<file path="src/rtl/uap_defs.svh">
// Constants for the upper address port: widths, reset values, timing.
// Assumes inclusion by bare name from rtl files.
`ifndef UAP_DEFS_SVH
`define UAP_DEFS_SVH
`define UAP_WIDTH         8
`define UAP_ADDR_WIDTH    16
`define UAP_ADDR_LSB      8
`define UAP_LATCH_RESET   8'hFF
`define UAP_STRONG_CYCLES 1
`endif

</file>
<file path="src/rtl/uap_pkg.sv">
// Types for the upper address port.
// Assumes uap_defs.svh is on the include path.
package uap_pkg;
  typedef enum logic [1:0] {
    UAP_SRC_LATCH,
    UAP_SRC_FETCH,
    UAP_SRC_WIDE_MOVE
  } uap_src_type;
endpackage

</file>
<file path="src/rtl/uap_pin_cell.sv">
// One quasi-bidirectional port line with weak pull-up and strong kick.
// Assumes the pad resolves a weak pull-up when nothing drives it.
`timescale 1ns/1ps
`include "uap_defs.svh"
module uap_pin_cell (
  input  wire logic clk,
  input  wire logic sys_rst,
  input  wire logic drive_value,
  input  wire logic addr_phase,
  output logic      pin_out,
  output logic      pin_oe,
  output logic      pull_up_en
);
  logic prev_value;
  logic strong_kick;

  // Remember last value driven so a rising edge can be spotted
  always_ff @(posedge clk) begin
    if (sys_rst) begin
      prev_value <= 1'b1;
    end else begin
      prev_value <= drive_value;
    end
  end

  // Strong drive high only on a 0->1 change in an address phase
  assign strong_kick = addr_phase & drive_value & ~prev_value;
  // Low is always driven; high relies on the pull-up unless kicked
  assign pin_out    = drive_value;
  assign pin_oe     = ~drive_value | strong_kick;
  assign pull_up_en = 1'b1;
endmodule

</file>
<file path="src/rtl/uap_port.sv">
// Upper address port: 8-line quasi-bidirectional port, address mux.
// Ones written to the latch float on the weak pull-up so the line can
// be read back, and zeros are driven hard. In address phases the upper
// address byte replaces the latch on the lines, and a line that rises
// gets one cycle of strong drive.
// Assumes the core sequencer supplies fetch/wide-move phase strobes
// synchronous to clk; pin inputs come from pads and are synchronised.
`timescale 1ns/1ps
`include "uap_defs.svh"
module uap_port
  import uap_pkg::*;
#(
  parameter int WIDTH = `UAP_WIDTH
) (
  input  wire logic                       clk,
  input  wire logic                       sys_rst,
  input  wire logic                       latch_wr,
  input  wire logic [WIDTH-1:0]           latch_wdata,
  output logic      [WIDTH-1:0]           latch_rdata,
  output logic      [WIDTH-1:0]           pin_rdata,
  input  wire logic                       ext_fetch,
  input  wire logic                       external_move_wide_pointer,
  input  wire logic [`UAP_ADDR_WIDTH-1:0] bus_addr,
  input  wire logic [WIDTH-1:0]           upper_address_port_in,
  output logic      [WIDTH-1:0]           upper_address_port_out,
  output logic      [WIDTH-1:0]           upper_address_port_oe,
  output logic      [WIDTH-1:0]           upper_address_port_pullup
);
  logic [WIDTH-1:0] port_latch;
  logic [WIDTH-1:0] sync_a;
  logic [WIDTH-1:0] sync_b;
  logic [WIDTH-1:0] addr_byte;
  logic [WIDTH-1:0] drive_value;
  logic             addr_phase;
  uap_src_type      src;

  // Software latch; address phases never touch it
  always_ff @(posedge clk) begin
    if (sys_rst) begin
      port_latch <= `UAP_LATCH_RESET;
    end else if (latch_wr) begin
      port_latch <= latch_wdata;
    end
  end

  // Two-stage synchroniser on the pad inputs
  always_ff @(posedge clk) begin
    if (sys_rst) begin
      sync_a <= '0;
      sync_b <= '0;
    end else begin
      sync_a <= upper_address_port_in;
      sync_b <= sync_a;
    end
  end

  // Fetch takes precedence; both give the same byte anyway
  assign src = ext_fetch ? UAP_SRC_FETCH :
               external_move_wide_pointer ? UAP_SRC_WIDE_MOVE
                                          : UAP_SRC_LATCH;
  assign addr_phase = (src != UAP_SRC_LATCH);
  // Line n <- address bit 8+n, so the top line gets bit 15
  assign addr_byte = bus_addr[`UAP_ADDR_LSB +: WIDTH];
  assign drive_value = addr_phase ? addr_byte : port_latch;

  assign latch_rdata = port_latch;
  assign pin_rdata   = sync_b;

  // One cell per line
  for (genvar i = 0; i < WIDTH; i++) begin : g_line
    uap_pin_cell u_cell (
      .clk         (clk),
      .sys_rst     (sys_rst),
      .drive_value (drive_value[i]),
      .addr_phase  (addr_phase),
      .pin_out     (upper_address_port_out[i]),
      .pin_oe      (upper_address_port_oe[i]),
      .pull_up_en  (upper_address_port_pullup[i])
    );
  end

  // Address phase drives every line whose address bit is zero
  a_addr_low_drive: assert property (
    @(posedge clk) disable iff (sys_rst)
    addr_phase |-> ((upper_address_port_oe & ~bus_addr[15:8]) ==
                    ~bus_addr[15:8]))
    else $error("address zero not driven");

  // Fetch shows the upper address byte in place of the latch
  a_fetch_byte_out: assert property (
    @(posedge clk) disable iff (sys_rst)
    ext_fetch |-> upper_address_port_out == bus_addr[15:8])
    else $error("fetch byte wrong");

  // Wide-pointer move alone shows the same byte
  a_wide_move_out: assert property (
    @(posedge clk) disable iff (sys_rst)
    (external_move_wide_pointer && !ext_fetch) |->
      upper_address_port_out == bus_addr[15:8])
    else $error("wide move byte wrong");

  // Top line rising in an address phase gets the strong drive
  a_rise_kick: assert property (
    @(posedge clk) disable iff (sys_rst)
    (addr_phase && $past(!sys_rst) && bus_addr[15] &&
     $past(drive_value[7]) == 1'b0) |-> upper_address_port_oe[7])
    else $error("no strong kick on rise");

  // Every line rising in an address phase is kicked, not just the top
  a_rise_kick_all: assert property (
    @(posedge clk) disable iff (sys_rst)
    (addr_phase && $past(!sys_rst)) |->
      ((upper_address_port_oe & bus_addr[15:8] & ~$past(drive_value)) ==
       (bus_addr[15:8] & ~$past(drive_value))))
    else $error("rising line missed kick");

  // Kick lasts one cycle: a steady value is left to the pull-up
  a_kick_one_cycle: assert property (
    @(posedge clk) disable iff (sys_rst)
    ($past(!sys_rst) && drive_value == $past(drive_value)) |->
      ((upper_address_port_oe & upper_address_port_out) == '0))
    else $error("kick held too long");

  // Outside address phases no one is ever driven high
  a_no_latch_kick: assert property (
    @(posedge clk) disable iff (sys_rst)
    !addr_phase |-> ((upper_address_port_oe & upper_address_port_out) == '0))
    else $error("latch one driven high");

  // Line 7 carries address bit fifteen
  a_top_bit_map: assert property (
    @(posedge clk) disable iff (sys_rst)
    addr_phase |-> upper_address_port_out[7] == bus_addr[15])
    else $error("line 7 not bit 15");

  // Line 0 carries address bit eight
  a_bit_eight_map: assert property (
    @(posedge clk) disable iff (sys_rst)
    addr_phase |-> upper_address_port_out[0] == bus_addr[8])
    else $error("line 0 not bit 8");

  // Line 5 carries address bit thirteen
  a_bit_thirteen_map: assert property (
    @(posedge clk) disable iff (sys_rst)
    addr_phase |-> upper_address_port_out[5] == bus_addr[13])
    else $error("line 5 not bit 13");

  // Address phases leave the latch alone
  a_latch_kept: assert property (
    @(posedge clk) disable iff (sys_rst)
    (addr_phase && !latch_wr) |=> latch_rdata == $past(latch_rdata))
    else $error("latch changed by address");

  // Without a write the latch holds in any phase
  a_latch_hold: assert property (
    @(posedge clk) disable iff (sys_rst)
    !latch_wr |=> latch_rdata == $past(latch_rdata))
    else $error("latch changed without write");

  // A latch write lands one edge later
  a_latch_write: assert property (
    @(posedge clk) disable iff (sys_rst)
    latch_wr |=> latch_rdata == $past(latch_wdata))
    else $error("latch write lost");

  // Latch value is back on the lines once the phase ends
  a_latch_restore: assert property (
    @(posedge clk) disable iff (sys_rst)
    !addr_phase |-> upper_address_port_out == latch_rdata)
    else $error("latch not restored");

  // Drive enables follow the latch outside address phases
  a_restore_oe: assert property (
    @(posedge clk) disable iff (sys_rst)
    !addr_phase |-> upper_address_port_oe == ~latch_rdata)
    else $error("latch enables not restored");

  // A latched one on line 0 is left to the pull-up
  a_one_released: assert property (
    @(posedge clk) disable iff (sys_rst)
    (!addr_phase && latch_rdata[0]) |-> !upper_address_port_oe[0])
    else $error("one not left to pull-up");

  // A zero on any line is always actively driven
  a_low_driven: assert property (
    @(posedge clk) disable iff (sys_rst)
    (~upper_address_port_out & ~upper_address_port_oe) == '0)
    else $error("zero left undriven");

  // Weak pull-ups stay on for every line
  a_pullup_on: assert property (
    @(posedge clk) disable iff (sys_rst)
    upper_address_port_pullup == '1)
    else $error("pull-up off");

  // Reset leaves all ones in the latch
  a_reset_latch: assert property (
    @(posedge clk) disable iff (sys_rst)
    $past(sys_rst) |-> latch_rdata == `UAP_LATCH_RESET)
    else $error("latch reset value wrong");

  // After reset the lines float, ready to be read
  a_reset_released: assert property (
    @(posedge clk) disable iff (sys_rst)
    ($past(sys_rst) && !addr_phase) |-> upper_address_port_oe == '0)
    else $error("lines driven after reset");

  // Synchroniser comes out of reset cleared
  a_pin_reset: assert property (
    @(posedge clk) disable iff (sys_rst)
    $past(sys_rst) |-> pin_rdata == '0)
    else $error("pin read not cleared");

  // Pad levels reach the read port two edges late
  a_pin_sync: assert property (
    @(posedge clk) disable iff (sys_rst)
    ($past(!sys_rst) && $past(!sys_rst, 2)) |->
      pin_rdata == $past(upper_address_port_in, 2))
    else $error("pin read not two edges late");
endmodule

</file>
<file path="config.mk">
export PLATFORM = sky130hd
export DESIGN_NAME = uap_port
export DESIGN_NICKNAME = d
export VERILOG_FILES = /design/src/rtl/uap_pkg.sv /design/src/rtl/uap_pin_cell.sv /design/src/rtl/uap_port.sv
export VERILOG_INCLUDE_DIRS = /design/src /design/src/rtl
export SDC_FILE = /design/constraint.sdc
export NUM_CORES = 1
export LEC_CHECK = 0
export BUFFER_PORTS_ARGS = -buffer_cell sky130_fd_sc_hd__buf_2
export CAP_MARGIN = 20
export CORE_AREA = 2 2 57 59
export CTS_CLUSTER_SIZE = 24
export DETAILED_ROUTE_END_ITERATION = 8
export DIE_AREA = 0 0 59 61
export PLACE_DENSITY_LB_ADDON = 0.05
export RECOVER_POWER = 25
export SYNTH_ARGS = -nofsm -noshare
export SYNTH_HDL_FRONTEND = slang
export SYNTH_HIERARCHICAL = 1
export SYNTH_SLANG_ARGS = --single-unit
</file>
<file path="constraint.sdc">
create_clock -name clk -period 1.55 [get_ports clk]
set_clock_uncertainty 0.1 [all_clocks]
set_input_delay 0.0775 -clock clk [delete_from_list [all_inputs] [get_ports clk]]
set_output_delay 0.0775 -clock clk [all_outputs]
set_load 0.005 [all_outputs]
</file>
; Word-level counts from Yosys, hierarchy flattened
; Cells that the tools add are included.
[word_totals]
register_bits = 32
input_bits = 37
output_inout_bits = 40
wordCells = 55
[classes]
mux = 3
n_bitwise = 40
n_reduce_logical = 1
[ops]
columns = op, n
row1 = $and A1 B1 Y1, 16
row2 = $not A1 Y1, 16
row3 = $mux W8, 1
row4 = $or A1 B1 Y1, 8
row5 = $mux W2, 2
row6 = $reduce_bool A2 Y1, 1

; Depth between registers and ports, before layout
; Gate-level depths: netlist of the first run.
[logic_depth]
ltp_word = 7
depth_mapped = 4
ltp_nobuf = 4

; Hierarchy
; The synthesis of the first run kept the hierarchy.
[by_module_without_submodules]
columns = mod, instances, cells_per_inst, area_each_um2, seq_area_each_um2
row1 = uap_port, 1, 69, 840.8, 480.5
row2 = uap_pin_cell, 8, 7, 53.8, 20.0

; Worst setup path before layout of the first run
; OpenSTA, ideal clock, no wires.
[synth_path]
path_type = in2reg
startpoint = in ext_fetch
endpoint = reg g_line[0].u_cell.prev_value
setup_ns = 0.120
arrival_ns = 0.844
required_time_ns = 1.330
setup_slack_ns = 0.486
stages = 3
path_buffers = 0
cell_sequence = nor2_4 -> mux2_2 -> or2_1
[synth_via]
elab_chain_len = 3
[synth_lines]
columns = element, line
row1 = start: declaration, uap_port.sv:21  ; input wire logic ext_fetch,
row2 = $mux W2, uap_port.sv:58  ; assign src = ext_fetch ? UAP_SRC_FETCH :
row3 = $reduce_bool A2 Y1, uap_port.sv:61  ; assign addr_phase = (src != UAP_SRC_LATCH);
row4 = $mux W8, uap_port.sv:64  ; assign drive_value = addr_phase ? addr_byte : port_latch;
row5 = net drive_value[0], uap_port.sv:33  ; logic [WIDTH-1:0] drive_value;
row6 = end signal: assignment, uap_pin_cell.sv:22  ; prev_value <= drive_value;
row7 = end: declaration, uap_pin_cell.sv:14  ; logic prev_value;
; The timed path passes the listed nets, and every way through them passes these cells.
; A chain may end at the register's enable or synchronous reset.

; Worst setup path in the final report of the first run
[layout_path]
startpoint = in bus_addr[11]
endpoint = out upper_address_port_oe[3]
[layout_via]
elab_chain_len = 4
elab_cells_between_ends = 5
cone_classes = 1 x mux / 4 x bitwise
[layout_lines]
columns = element, line
row1 = start: declaration, uap_port.sv:23  ; input wire logic [`UAP_ADDR_WIDTH-1:0] bus_addr,
row2 = $mux W8 (*), uap_port.sv:64
row3 = $and A1 B1 Y1 (2 in series), uap_pin_cell.sv:27  ; assign strong_kick = addr_phase & drive_value & ~prev_value;
row4 = $or A1 B1 Y1 (*), uap_pin_cell.sv:30  ; assign pin_oe = ~drive_value | strong_kick;
row5 = end: declaration, uap_port.sv:26  ; output logic [WIDTH-1:0] upper_address_port_oe,
; Mark *: on every way between the ends. The rest lies on a longest branch, timed or not.

==> impl_metrics.py, run 1 <==
metrics = {
    "outcome": {
        "outcome": "finished, final reports clean",
    },
    "clocking": {
        "clk-insertion-delay-late_ns": 0.31,
        "cts_tree": "built",
        "clk_pin_slew_ns": 0.09,
        "cts_resized": 0,
        "h-tree-depth": 2,
        "cts.sink_count": 32,
        "cts_root_buf": "clkbuf_4",
        "clock_path_buffers": 2,
        "post_cts_buffers": 0,
        "cts-buffers-inserted": 5,
    },
    "sta": {
        "final-setup-viol-count": 0,
        "fmax_mhz": 711,
        "tns_ns": 0,
        "rsz0062_at_grt": "false",
        "whs_ns": 0.0948,
        "period_needed_ns": 1.41,
        "fin_crit_sh_pct": 90.7,
        "worst_slack_ns": 0.144,
        "finalMaxSlewViolations": 0,
        "hold_viol": 0,
    },
    "place": {
        "dp_hpwl_um": 1680,
        "dpl_cell_area_um2": 1470,
        "post-place-ws_ns": 0.258,
        "place.gp.congestion": 0.750,
        "numPortBuffers": 60,
    },
    "finish": {
        "final_common_cell": "buf_2",
        "drive_gt1_share_pct": 41.4,
        "syn2layout_area_growth_pct": 40.7,
        "final_cell_area_um2": 1790,
        "nNetsFinal": 234,
        "num-fill-cells": 262,
        "antenna_cells": 0,
        "final_cell_mix": "60 x buf_2, 32 x dfxtp_1, 24 x dlygate4sd3_1",
    },
    "detailed_routing": {
        "post_drt_wl_per_cell_um": 10.7,
        "drtIter0Drc": 15,
        "vias": 986,
        "wl_um": 2470,
        "drc": 0,
        "postRouteAntennaNets": 0,
        "vias_per_cell": 4.27,
        "firstDrtPassIters": 6,
    },
    "run": {
        "drv_cap": 0,
    },
    "hold_path": {
        "hold_depth": 2,
        "worstHoldPathType": "input pin to register",
        "whs_endpoint": "latch_rdata[3]",
        "holdCritStartpoint": "latch_wr",
    },
    "die": {
        "start_util_pct": 43.1,
        "core_region_area_um2": 2950,
        "die_h_um": 61,
        "dieArea_um2": 3600,
        "rows": 20,
        "pin_count": 77,
        "die_x_um": 59,
    },
    "synthesis": {
        "syn_inst": 125,
        "synthXorXnorAreaFrac_pct": 0,
        "yosysSeqAreaShare_pct": 50.4,
        "yosysWarnings": 6,
        "netlist_area_um2": 1270,
        "synth_mux_area_share_pct": 7.09,
        "synth_top_family_by_area": "simple AND/OR/NAND/NOR gates",
        "synth_nets": 162,
        "synth_compound_area_share_pct": 9.25,
        "synth_adder_area_share_pct": 0,
        "synth_cell_type_count": 15,
        "yosys.area_share.simple_pct": 17.2,
        "synth-seq-cells": 32,
        "syn_area_per_cell_um2": 10.2,
    },
    "power_and_ir_drop": {
        "power_mw": 1.75,
        "power_density_nw_per_um2": 981,
        "ir_worst_vdd_uv": 691,
        "p_leak_nw": 0.892,
    },
    "worst_setup_path": {
        "critPathKind": "input pin to output port",
        "worst_setup_path_start_kind": "input pin",
        "rr_startpoint": "latch_rdata[0]",
        "endpoint_kind": "output port",
        "arrival_ns": 1.23,
        "reg2regPathDepth": 2,
        "worst-r2r-setup-slack_ns": 0.50,
        "cp_max_fo": 3,
        "cp_data_required_time_ns": 1.37,
        "reg2reg_to": "g_line[0].u_cell/prev_value",
    },
    "global_routing": {
        "grt_max_degree": 33,
        "grt_pass1_wl_um": 3860,
        "antenna_found_initial": 0,
        "grt_usage_pct": 15.1,
        "grt-ovfl-total": 0,
        "grt_pass1_vias": 932,
    },
}
worst max-delay path by stage:
| stage | cells after the start | endpoint | startpoint |
|---|---|---|---|
| 2_1_floorplan | 3 | g_line[0].u_cell/prev_value | ext_fetch |
| 3_3_place_gp | 4 | g_line[0].u_cell/prev_value | ext_fetch |
| 3_5_place_dp | 4 | g_line[1].u_cell/prev_value | ext_fetch |
| 4_1_cts | 5 | upper_address_port_oe[4] | bus_addr[12] |
| 5_1_grt | 5 | upper_address_port_oe[3] | bus_addr[11] |
| 6_report | 5 | upper_address_port_oe[3] | bus_addr[11] |
per-layer routing:
metal | part of all wire, % | vias up | global-route usage [%] | wire (um)
li1 | - | 510 | - | -
met1 | 42 | 430 | 16.0 | 1030
met2 | 47 | 44 | 24.6 | 1170
met3 | 10 | 2 | 6.40 | 258
met4 | 0.41 | 0 | 9.74 | 10
met5 | 0 | - | 0 | 0
worst max-delay path, stage by stage:
cell and delay (ns):
dlygate4sd3_1 0.53, buf_2 0.12, mux2_2 0.28, o21ai_0 0.09, buf_2 0.14
cell families after synthesis:
kind of cell    count (synthesis)
flops                          32
mux                             8
buf+inv                        28
simple gates                   33
compound gates                 16
other cells                     8
report_power, final:
| part | switching [mW] | internal [mW] | total (mW) | leakage [nW] |
|---|---|---|---|---|
| Combinational | 0.105 | 0.159 | 0.264 | 0.584 |
| Sequential | 0.0159 | 0.869 | 0.885 | 0.266 |
| Clock | 0.267 | 0.338 | 0.605 | 0.0422 |
| Total | 0.388 | 1.37 | 1.75 | 0.892 |
layout make-up:
type | instances | area, um2 | share of cell area [%]
clock inverters | 2 | 35.0 | 1.96
flip-flops and latches | 32 | 641 | 35.8
repair buffers | 84 | 541 | 30.2
well taps | 33 | 41.3 | 2.31
multi-input cells | 65 | 457 | 25.5
clock buffers | 6 | 41.3 | 2.31
inverters | 9 | 33.8 | 1.89
timing repair:
item                                    in CTS  in global routing
hold buffers                                24                  0
endpoints found under the setup margin       0                  0
hold endpoints to repair                    24                  0
synth_stat cells:
cell	count	area, um2
or2_1	8	50.1
buf_6	1	11.3
buf_2	1	5.00
mux2_2	8	90.1
buf_4	16	120
a211o_2	6	60.1
o21ai_0	8	40.0
nor2b_1	18	113
clkbuf_1	1	3.75
nor2_4	1	11.3
inv_1	9	33.8
a211o_1	2	17.5
and2b_1	6	45.0
conb_1	8	30.0
dfxtp_1	32	641
state kept, by name, summed over array words and instances (netlist names):
| name | cells |
|---|---|
| g_line.u_cell/prev_value | 8 |
| latch_rdata | 8 |
| pin_rdata | 8 |
| sync_a | 8 |
metrics by stage:
stage / std cells / util [%]
floorplan: 125 / -
global placement: 199 / 49.9
detailed placement: 199 / 49.9
CTS: 231 / 60.6
global route: 231 / 60.6
finish: 231 / 60.6
No activity file was read; power rests on OpenSTA's default activity.
==> run 2: changes to the inputs <==
CORE_AREA = 2 2 61 63   (was 2 2 57 59)
DIE_AREA = 0 0 63 65   (was 0 0 59 61)
clock period = 1.29 ns   (was 1.55 ns; I/O delays follow)
==> impl_metrics.py, run 2 (same netlist as run 1, synthesis figures left out) <==
metrics = {
    "outcome": {
        "outcome": "complete, but fails checks",
        "violations": "negative hold slack",
    },
    "detailed_routing": {
        "drc": 0,
        "vias": 980,
        "drtIter0Drc": 15,
        "wl_met2_um": 1240,
        "vias_per_cell": 4.02,
        "postRouteAntennaNets": 0,
        "firstDrtPassIters": 4,
        "wl_um": 2490,
        "dr.max_layer_used": "met4",
        "dr_wl_met3_um": 184,
        "post_drt_wl_per_cell_um": 10.2,
        "met1_length_um": 1010,
    },
    "hold_path": {
        "holdCritStartpoint": "bus_addr[9]",
        "worstHoldPathType": "input pin to register",
    },
    "sta": {
        "fmax_mhz": 785,
        "worst_slack_ns": 0.0162,
        "period_needed_ns": 1.27,
        "slew_headroom_pct": 62.6,
        "finalMaxSlewViolations": 0,
        "rsz0062_at_grt": "true",
        "worst_pin_slew_ns": 0.561,
        "final-setup-viol-count": 0,
        "whs_ns": -0.0243,
        "fin_crit_sh_pct": 98.7,
        "hold_viol": 8,
    },
    "power_and_ir_drop": {
        "p_leak_nw": 0.912,
        "power_mw": 1.98,
        "intPower_mw": 1.53,
        "power.share.clock_pct": 28.7,
        "pwr-share-comb_pct": 17.4,
        "p_sw_share_pct": 23.1,
        "power_density_nw_per_um2": 1090,
        "ir_worst_vdd_uv": 745,
        "p_switching_mw": 0.458,
        "power_frac_seq_pct": 53.9,
    },
    "worst_setup_path": {
        "crit_path_start": "latch_rdata[2]",
        "critPathKind": "register to output port",
        "cp.buffers_inverters": 1,
        "crit_chain": "mux2_4 > o21ai_2 > buf_2",
        "endpoint_kind": "output port",
        "slowest_stage": "dfxtp_2",
        "crit_path_max_incr_delay_ns": 0.34,
        "rr_startpoint": "latch_rdata[0]",
        "worst_setup_path_start_kind": "register",
        "crit_family": "flip-flops",
        "arrival_ns": 1.11,
        "cp_max_fo": 3,
        "cp_data_required_time_ns": 1.13,
    },
    "clocking": {
        "clk-insertion-delay-late_ns": 0.32,
        "clock_path_buffers": 2,
        "cts.sink_count": 32,
        "cts_hold_buffers": 16,
        "cts_tree": "built",
        "clk_pin_slew_ns": 0.09,
        "h-tree-depth": 2,
        "cts-buffers-inserted": 5,
        "cts_root_buf": "clkbuf_4",
    },
    "finish": {
        "nNetsFinal": 232,
        "drive_gt1_share_pct": 51.5,
        "antenna_cells": 0,
        "final_cell_mix": "59 x buf_2, 24 x dfxtp_1, 18 x nor2b_1",
        "num-fill-cells": 370,
        "final_cell_area_um2": 1820,
        "final_util_pct": 52.0,
        "syn2layout_area_growth_pct": 43.0,
        "final_common_cell": "buf_2",
    },
    "die": {
        "rows": 22,
        "die_h_um": 65,
        "start_util_pct": 36.4,
        "pin_count": 77,
        "die_x_um": 63,
        "core_region_area_um2": 3500,
        "dieArea_um2": 4100,
    },
    "global_routing": {
        "grt-ovfl-total": 0,
        "grt_max_degree": 33,
        "grt_pass1_vias": 880,
        "antenna_found_initial": 0,
        "grt_usage_pct": 12.4,
        "grt_pass1_wl_um": 3790,
    },
    "run": {
        "drv_cap": 0,
    },
    "place": {
        "post-place-ws_ns": 0.00888,
        "place.gp.congestion": 0.682,
        "dpl_cell_area_um2": 1490,
        "numPortBuffers": 60,
        "dp_hpwl_um": 1640,
    },
}
[run 2: area by class of cell]
class	count	area [um2]	area share, %
flip-flops and latches	32	651	35.8
multi-input cells	65	509	28.0
repair buffers	82	505	27.8
well taps	48	60.1	3.30
clock buffers	8	58.8	3.23
inverters	9	33.8	1.86
[run 2: final timing paths]
| path | to | slack, ns | cells after the start |
|---|---|---|---|
| setup / recovery | upper_address_port_oe[2] | 0.02 | 3 |
| hold / removal | g_line[1].u_cell/prev_value | -0.02 | 3 |
| setup reg to reg | latch_rdata[0] | 0.25 | 3 |
| hold reg to reg | pin_rdata[7] | 0.34 | 1 |
[run 2: metrics by stage]
step           instances  setup TNS (ns)
2_1_floorplan        125               0
3_3_place_gp         214               0
3_5_place_dp         214               0
4_1_cts              244         -0.0726
5_1_grt              244          -0.281
6_report             244               0
[run 2: power groups by stage]
stage / clock network [mW] / registers [mW] / logic [mW]
6_report: 0.570 / 1.07 / 0.346
5_1_grt: 0.644 / 1.07 / 0.382
4_1_cts: 0.607 / 1.07 / 0.345
3_5_place_dp: 0 / 1.09 / 0.266
3_3_place_gp: 0 / 1.09 / 0.261
2_1_floorplan: 0 / 1.09 / 0.174
[run 2: per-layer routing]
| metal | track usage (%) | vias up |
|---|---|---|
| met5 | 0 | - |
| met4 | 7.50 | 0 |
| met3 | 4.17 | 7 |
| met2 | 21.7 | 39 |
| met1 | 12.7 | 428 |
| li1 | - | 506 |
[run 2: worst register-to-register path: stages, from the launching register on]
cell,delay [ns]
dfxtp_2,0.33
buf_4,0.12
nor2b_1,0.12
a211o_2,0.26
[run 2: what timing repair did]
action	CTS	global route
hold endpoints to repair	24	8
endpoints found under the setup margin	8	8
buffers inserted	6	0
gates resized for setup	26	4
cloned	0	0
